`config.mk`:
```
export PLATFORM = sky130hd
export DESIGN_NAME = cmo_decode
export DESIGN_NICKNAME = d
export VERILOG_FILES = /design/src/logic/cmo_pkg.sv /design/src/logic/cmo_latch.sv /design/src/logic/cmo_decode.sv
export SDC_FILE = /design/constraint.sdc
export NUM_CORES = 1
export LEC_CHECK = 0
export ABC_AREA = 1
export BUFFER_PORTS_ARGS = -buffer_cell sky130_fd_sc_hd__buf_4
export CAP_MARGIN = 20
export CORE_ASPECT_RATIO = 1.5
export CORE_MARGIN = 8
export CORE_UTILIZATION = 40
export CTS_CLUSTER_DIAMETER = 100
export DETAILED_ROUTE_END_ITERATION = 10
export GPL_TIMING_DRIVEN = 0
export PLACE_DENSITY = 0.69
export SLEW_MARGIN = 10
export SYNTH_ARGS = -nofsm -noshare
export SYNTH_HDL_FRONTEND = slang
export SYNTH_SLANG_ARGS = --single-unit
```
`constraint.sdc`:
```
create_clock -name sys_clk -period 1 [get_ports sys_clk]
set_input_delay 0.2 -clock sys_clk [delete_from_list [all_inputs] [get_ports sys_clk]]
set_output_delay 0.2 -clock sys_clk [all_outputs]
set_load 0.05 [all_outputs]
```
`src/logic/cmo_pkg.sv`:
```
// Package for the misc/output instruction decoder.
// Assumes a 10-bit instruction word presented one per enabled cycle.
package cmo_pkg;
  localparam int unsigned INSTR_W = 10;
  localparam int unsigned ACC_W = 4;
  localparam int unsigned PC_W = 12;
  localparam int unsigned FSEL_W = 2;
  // File-select load: upper eight bits fixed, low two immediate
  localparam logic [7:0] OPC_LOAD_FSEL_HI = 8'h12;
  localparam int unsigned FSEL_IMM_LSB = 0;
  localparam logic [INSTR_W-1:0] OPC_NOP = 10'h000;
  localparam logic [INSTR_W-1:0] OPC_OUT_SINGLE = 10'h21f;
  // Port-zero opcode not fixed by the encoding at hand; a parameter default
  localparam logic [INSTR_W-1:0] OPC_OUT_P0_DEF = 10'h220;
  localparam logic [FSEL_W-1:0] FSEL_RST = 2'h0;
  localparam logic [PC_W-1:0] PC_RST = 12'h000;
  localparam logic KEY_RST = 1'b0;
  localparam logic [ACC_W-1:0] P0_RST = 4'h0;
  localparam int unsigned EXEC_CYCLES = 1;
  typedef enum logic [2:0] {
    CMO_OP_NONE, CMO_OP_LOAD_FSEL, CMO_OP_NOP, CMO_OP_OUT_SINGLE, CMO_OP_OUT_P0
  } cmo_op_t;
endpackage

```
`src/logic/cmo_latch.sv`:
```
// Enabled load register with synchronous reset.
// Assumes one clock domain, synchronous active-high reset.
module cmo_latch #(
  parameter int unsigned WIDTH = 4,
  parameter logic [WIDTH-1:0] RST_VAL = '0
) (
  input wire logic sys_clk,
  input wire logic reset,
  input wire logic clk_en,
  input wire logic load,
  input wire logic [WIDTH-1:0] d,
  output logic [WIDTH-1:0] q
);
  if (WIDTH < 1) begin : g_bad_width
    $error("latch width must be at least one");
  end

  always_ff @(posedge sys_clk) begin
    if (reset) begin
      q <= RST_VAL;
    end else if (clk_en && load) begin
      q <= d;
    end
  end
endmodule // cmo_latch

```
`src/logic/cmo_decode.sv`:
```
// Decode and execute of file-select load, no-op and two port outputs.
// Assumes the fetch side presents instr with instr_valid, one word per cycle.
// Function
// (RQ1) File-select load writes its two-bit immediate into file select in one cycle
// (RQ2) All-zero opcode advances program counter by one, nothing else changes
// (RQ3) Single-bit output copies accumulator bit zero to key-on latch; carry, skip untouched
// (RQ4) Port-zero output copies four accumulator bits to port-zero latch; no carry, skip
module cmo_decode
  import cmo_pkg::*;
#(
  parameter logic [cmo_pkg::INSTR_W-1:0] OPC_OUT_P0 = cmo_pkg::OPC_OUT_P0_DEF
) (
  input wire logic sys_clk,
  input wire logic reset,
  input wire logic clk_en,
  input wire logic instr_valid,
  input wire logic [cmo_pkg::INSTR_W-1:0] instr,
  input wire logic [cmo_pkg::ACC_W-1:0] acc,
  input wire logic carry_flag_in,
  output logic [cmo_pkg::FSEL_W-1:0] file_select,
  output logic [cmo_pkg::PC_W-1:0] pc,
  output logic key_on_port,
  output logic [cmo_pkg::ACC_W-1:0] port_zero,
  output logic carry_flag,
  output logic skip_next,
  output logic decode_hit
);
  import cmo_pkg::*;

  // Opcode parameter must not shadow a fixed encoding
  if (OPC_OUT_P0 == OPC_NOP) begin : g_p0_is_nop
    $error("OPC_OUT_P0 equals the no-op encoding");
  end
  if (OPC_OUT_P0 == OPC_OUT_SINGLE) begin : g_p0_is_single
    $error("OPC_OUT_P0 equals the single-bit output encoding");
  end
  if (OPC_OUT_P0[INSTR_W-1:2] == OPC_LOAD_FSEL_HI) begin : g_p0_is_fsel
    $error("OPC_OUT_P0 falls in the file-select load family");
  end
  if (FSEL_IMM_LSB + FSEL_W > INSTR_W) begin : g_imm_range
    $error("file-select immediate lies outside the word");
  end

  cmo_op_t op;
  wire logic is_load_fsel;
  wire logic is_nop;
  wire logic is_out_single;
  wire logic is_out_p0;
  wire logic step;
  logic [FSEL_W-1:0] file_select_ff;
  logic [PC_W-1:0] pc_ff;
  logic carry_flag_ff;
  logic [PC_W-1:0] nxt_pc;

  assign step = clk_en && instr_valid;
  assign is_load_fsel = instr[INSTR_W-1:2] == OPC_LOAD_FSEL_HI; // RQ1
  assign is_nop = instr == OPC_NOP; // RQ2
  assign is_out_single = instr == OPC_OUT_SINGLE; // RQ3
  assign is_out_p0 = instr == OPC_OUT_P0; // RQ4
  assign op = is_load_fsel ? CMO_OP_LOAD_FSEL :
              is_nop ? CMO_OP_NOP :
              is_out_single ? CMO_OP_OUT_SINGLE :
              is_out_p0 ? CMO_OP_OUT_P0 : CMO_OP_NONE;
  assign decode_hit = instr_valid && (op != CMO_OP_NONE);
  // Every decoded op is one word, so the counter steps by one
  assign nxt_pc = pc_ff + {{(PC_W-1){1'b0}}, 1'b1}; // RQ2

  always_ff @(posedge sys_clk) begin
    if (reset) begin
      file_select_ff <= FSEL_RST;
      pc_ff <= PC_RST;
      carry_flag_ff <= 1'b0;
    end else if (clk_en) begin
      carry_flag_ff <= carry_flag_in; // Carry passes through untouched
      if (step && op == CMO_OP_LOAD_FSEL) begin
        file_select_ff <= instr[FSEL_IMM_LSB +: FSEL_W]; // RQ1
      end
      if (step && op != CMO_OP_NONE) begin
        pc_ff <= nxt_pc; // RQ2
      end
    end
  end

  cmo_latch #(.WIDTH(1), .RST_VAL(KEY_RST)) u_key_latch (
    .sys_clk(sys_clk),
    .reset(reset),
    .clk_en(clk_en),
    .load(step && op == CMO_OP_OUT_SINGLE), // RQ3
    .d(acc[0]),
    .q(key_on_port)
  );

  cmo_latch #(.WIDTH(ACC_W), .RST_VAL(P0_RST)) u_p0_latch (
    .sys_clk(sys_clk),
    .reset(reset),
    .clk_en(clk_en),
    .load(step && op == CMO_OP_OUT_P0), // RQ4
    .d(acc),
    .q(port_zero)
  );

  assign file_select = file_select_ff;
  assign pc = pc_ff;
  assign carry_flag = carry_flag_ff;
  assign skip_next = 1'b0; // RQ3 RQ4
endmodule // cmo_decode

```
Yosys cells after proc, flatten, opt, wreduce, memory -nomap -nowiden
Index checks and enable logic that the tools add are counted.
- register bits: 20
- bits of input ports: 19
- output and inout port bits: 22
- word-level logic and storage cells: 28
- add/subtract/negate cells: 1
- equality and inequality tests: 6
- mux-type cells: 4
- reduce and logical (&&, ||, !) cells: 12
- operator list (cell ; count):
    $eq A10 B10 Y1 const B ; 2
    $add A12 B1 Y12 const B ; 1
    $mux W3 ; 4
    $logic_not A10 Y1 ; 1
    $eq A8 B5 Y1 const B ; 1
    $logic_and A1 B1 Y1 ; 8
    $reduce_and A2 Y1 ; 2
    $eq A3 B1 Y1 const B ; 1
    $eq A3 B2 Y1 const B ; 1
    $eq A3 B3 Y1 const B ; 1
    $reduce_bool A3 Y1 ; 1

Depth between registers and ports, before layout
- depth in word-level cells: 8
- depth in mapped cells: 10

Modules after synthesis
A second synthesis with hierarchy kept.
- cell total of the unflattened synthesis: 195
- area total of the unflattened synthesis: 1315.0 um2
- by module, submodules not included (module ; times used ; cells an instance ; area an instance (um2)):
    cmo_decode ; 1 ; 161 ; 1103.6
    cmo_latch (u_p0_latch) ; 1 ; 26 ; 165.2
    cmo_latch (u_key_latch) ; 1 ; 8 ; 46.3

Worst setup path before layout
No wires, ideal clock.
- path type: input port to output port
- from: in instr[4] (netlist name)
- to: out decode_hit
- data arrival time: 1.721 ns
- data required time: 0.800 ns
- slack: -0.921 ns
- stages on the path: 5
- buffers on the path: 0
- cells stage by stage: inv_1 -> nand2_1 -> nor2_1 -> o21ai_2 -> a21boi_0
- word-level cells in the longest chain between the ends: 7
- elaborated cells between the ends (all ways): 10
- those cells by class: 3 x eq/ne; 4 x mux; 3 x reduce/logical
- ends and longest elaborated chain (item ; line ; RTL):
    start: declaration ; cmo_decode.sv:17 ; input wire logic [cmo_pkg::INSTR_W-1:0] instr,
    $eq A10 B10 Y1 ; cmo_decode.sv:59 ; assign is_out_p0 = instr == OPC_OUT_P0;
    $mux W3 ; cmo_decode.sv:63 ; is_out_p0 ? CMO_OP_OUT_P0 : CMO_OP_NONE;
    $mux W3 ; cmo_decode.sv:62 ; is_out_single ? CMO_OP_OUT_SINGLE :
    $mux W3 ; cmo_decode.sv:61 ; is_nop ? CMO_OP_NOP :
    $mux W3 (*) ; cmo_decode.sv:60 ; assign op = is_load_fsel ? CMO_OP_LOAD_FSEL :
    $reduce_bool A3 Y1 (*) ; cmo_decode.sv:64 ; assign decode_hit = instr_valid && (op != CMO_OP_NONE);
    $logic_and A1 B1 Y1 (*) ; cmo_decode.sv:64 ;
    end: declaration ; cmo_decode.sv:26 ; output logic decode_hit
Every way passes the cells marked *; elsewhere a longest branch is shown, timed or not.

Final worst setup path
- from: in instr[0] (netlist name)
- to: out decode_hit
- word-level cells in the longest chain between the ends: 7
- elaborated cells between the ends (all ways): 9
- those cells by class: 2 x eq/ne; 4 x mux; 3 x reduce/logical
- ends and longest elaborated chain (item ; line):
    $eq A10 B10 Y1 ; cmo_decode.sv:59
    $mux W3 ; cmo_decode.sv:63
    $mux W3 ; cmo_decode.sv:62
    $mux W3 (*) ; cmo_decode.sv:61
    $mux W3 (*) ; cmo_decode.sv:60
    $reduce_bool A3 Y1 (*) ; cmo_decode.sv:64
    $logic_and A1 B1 Y1 (*) ; cmo_decode.sv:64
Marks and branches as above.

==> flow_summary.ini <==
[timing]
rsz0062_at_grt = yes
slew_headroom = 0.641
worst_pin_slew_ns = 0.538
finClkSkew_ns = 0.00681
hold_viol_final = 0
setup_viol = 22
slew_violations = 0
finalCriticalPeriod_ns = 1.21
fmax_mhz = 828
layout_setup_ws_ns = -0.208
period_share = 1.21

[synth]
synth-main-ff-cell = dfxtp_1
ys_types = 26
muxShareOfSynthArea = 0
synth_compound_area_frac = 0.132
syn_avg_cell_area_um2 = 6.85
ys_seq_area_frac = 0.340
syn_inst = 172
synth-simple-area-share = 0.361
synth_xor_xnor_area_share = 0.0446
synth_top_family_by_area = simple AND/OR/NAND/NOR gates
synth_warnings = 0
synth_adder_area_share = 0.0106
synth_edf_count = 0
async_flop_share = 0
synth_area_um2 = 1180
syn-num-nets = 192
synth-seq-cells = 20

[placed_design]
place.gp.congestion = 0.844
io_buffers = 39
place_ws_ns = -0.404
post-dp-hpwl_mm = 2.66
placed_area_um2 = 1680
dp_cells = 250

[clock_network]
cts-root-buf = clkbuf_8
numCtsBuffers = 3
htreeDepth = 1
clk_pin_slew_ns = 0.07
cts.path.max_buffers = 2
cts_tree = yes
clk_latency_ns = 0.26
clock_sinks = 20

[cells_and_area]
post-route-util = 0.780
instances_no_fill = 273
drive_gt1_frac = 0.611
synthToLayoutAreaGrowth_pct = 89.1
nFillCells = 196
antenna_cells = 0
fin_area_um2 = 2230
nNetsFinal = 255

[floorplan]
die_width_um = 60.3
start_util = 0.413
rows = 24
dieHeight_um = 82.4
die_area_um2 = 4970
ios = 41
core_um2 = 2850

[critical_path]
crit_fanout = 3
rrSetupSlack_ns = -0.20
r2r_end = pc[10]
path_cells = buf_4 -> nand2_1 -> inv_1 -> nand3_2 -> nor2_4 -> nor2_4 -> a21boi_4 -> buf_6
cp_top_family = buffers and inverters
crit_path_end_kind = output port
rr_worst_depth = 6
worst-path-buf-inv = 3
cp.required_ns = 0.80
path_common_cell = nor2_4
slowest_delay_ns = 0.17
rr_startpoint = pc[6]
criticalPathCategory = in -> out
slowest_stage = buf_6
setup.worst_path.start_class = input port
cp_data_arrival_time_ns = 1.01

[worst_hold_path]
min_to = carry_flag
hold_path_depth = 2
hold_start = clk_en
hold_class = in -> reg

[route]
dr_total_vias = 1347
post-route-drc-count = 0
drt-total-wl_mm = 3.94
vias_per_cell = 4.93
ant_nets = 0
initialDrtViolationCount = 61
first_pass_iters = 4
post_drt_wl_per_cell_um = 14.4

[outcome]
status = complete, but fails checks
violations = negative setup slack

[global_routing]
grt_pass1_wl_mm = 5.65
globalRouteOverflowTotal = 0
antenna_found_initial = 0
grt_max_degree = 12
grt_pass1_vias = 1377
track_usage = 0.146

[pwr]
power_uw = 1630
powerDensity_nw_per_um2 = 734
vdd_drop_max_v = 0.000646
leakagePower_uw = 0.000870

[run]
cap_violations = 0
## worst max-delay path by stage
stage | from | end | cells after the start
3_5_place_dp | instr[9] | pc[7] | 11
2_1_floorplan | pc[4] | pc[8] | 8
4_1_cts | instr[9] | decode_hit | 8
3_3_place_gp | instr[8] | pc[7] | 10
6_report | instr[0] | decode_hit | 8
5_1_grt | pc[0] | pc[4] | 5
## cells in the final DEF (no fill, tap or decap), drive strengths merged, types with 2 or more instances in the layout
cell    instances
inv            20
a21oi          20
xor2            2
dfxtp          20
buf            61
o21ai           8
nand3          22
xnor2           4
clkbuf          6
nand2          44
nand4           3
nor2           19
## logic make-up (layout without fill, tap and decap cells)
| kind of cell | Yosys count | count (layout) |
|---|---|---|
| adder cells (fa/ha/maj) | 1 | 1 |
| XOR/XNOR | 6 | 6 |
| AND/OR/NAND/NOR | 89 | 89 |
| flip-flops | 20 | 20 |
| AO/OA/AOI/OAI | 29 | 29 |
| other | 1 | 1 |
| buffers and inverters | 26 | 88 |
## report_power, final
| group | total, uW | internal [uW] | switching, uW |
|---|---|---|---|
| logic | 245 | 110 | 135 |
| registers | 769 | 767 | 2.06 |
| clock network | 621 | 351 | 270 |
## cells in the mapped netlist, types with 2 or more instances
cell / n / share of area
nand2_1: 40 / 0.13
dfxtp_1: 20 / 0.34
inv_1: 20 / 0.064
a21oi_1: 19 / 0.081
nand3_1: 19 / 0.081
nor2_1: 14 / 0.045
o21ai_0: 7 / 0.030
nor2_2: 4 / 0.021
xnor2_1: 4 / 0.030
nand3_2: 3 / 0.026
nand4_1: 3 / 0.016
buf_6: 2 / 0.019
nand2_2: 2 / 0.011
nand2_4: 2 / 0.019
xor2_1: 2 / 0.015
## repair_timing
item	CTS	global route
hold buffers	0	0
buffers inserted	4	14
setup endpoints to repair	30	38
pin swaps	7	16
cloned	0	1
resized for setup	46	51
## layout make-up
class                           instances  area, um2  share of cell area
Buffer                                  5       52.6              0.0236
Clock buffer                            4       55.1              0.0247
Sequential cell                        20        452               0.203
Multi-Input combinational cell        126        872               0.392
Tap cell                               39       48.8              0.0219
Inverter                               21        111              0.0500
Timing Repair Buffer                   58        634               0.285
## worst reg2reg max path, stage by stage, from the launching register on
cell and delay (ns):
dfxtp_4 0.40, nand2_2 0.08, nor2_1 0.19, nand4_1 0.13, nand2_1 0.09, nand3_1 0.08, a21oi_1 0.15
## sequential cells by signal, summed over array words and instances, names as in the netlist
name           cells
carry_flag         1
file_select        2
pc                12
u_key_latch.q      1
u_p0_latch.q       4
## layer usage
layer	track usage	up-vias	share of wire	wire [um]
li1	-	675	-	-
met3	0.0310	4	0.034	134
met5	0	-	0	0
met1	0.129	636	0.35	1380
met2	0.298	32	0.61	2390
met4	0.0624	0	0.011	44
## metrics by stage
step,TNS [ns],hold slack (ns)
after floorplan,-1.23,0.259
after global placement,-5.68,0.396
after detailed placement,-6.38,0.402
after CTS,-1.69,0.122
after global routing,-3.47,0.120
final,-2.44,0.121
No activity file was read; power rests on OpenSTA's default activity.
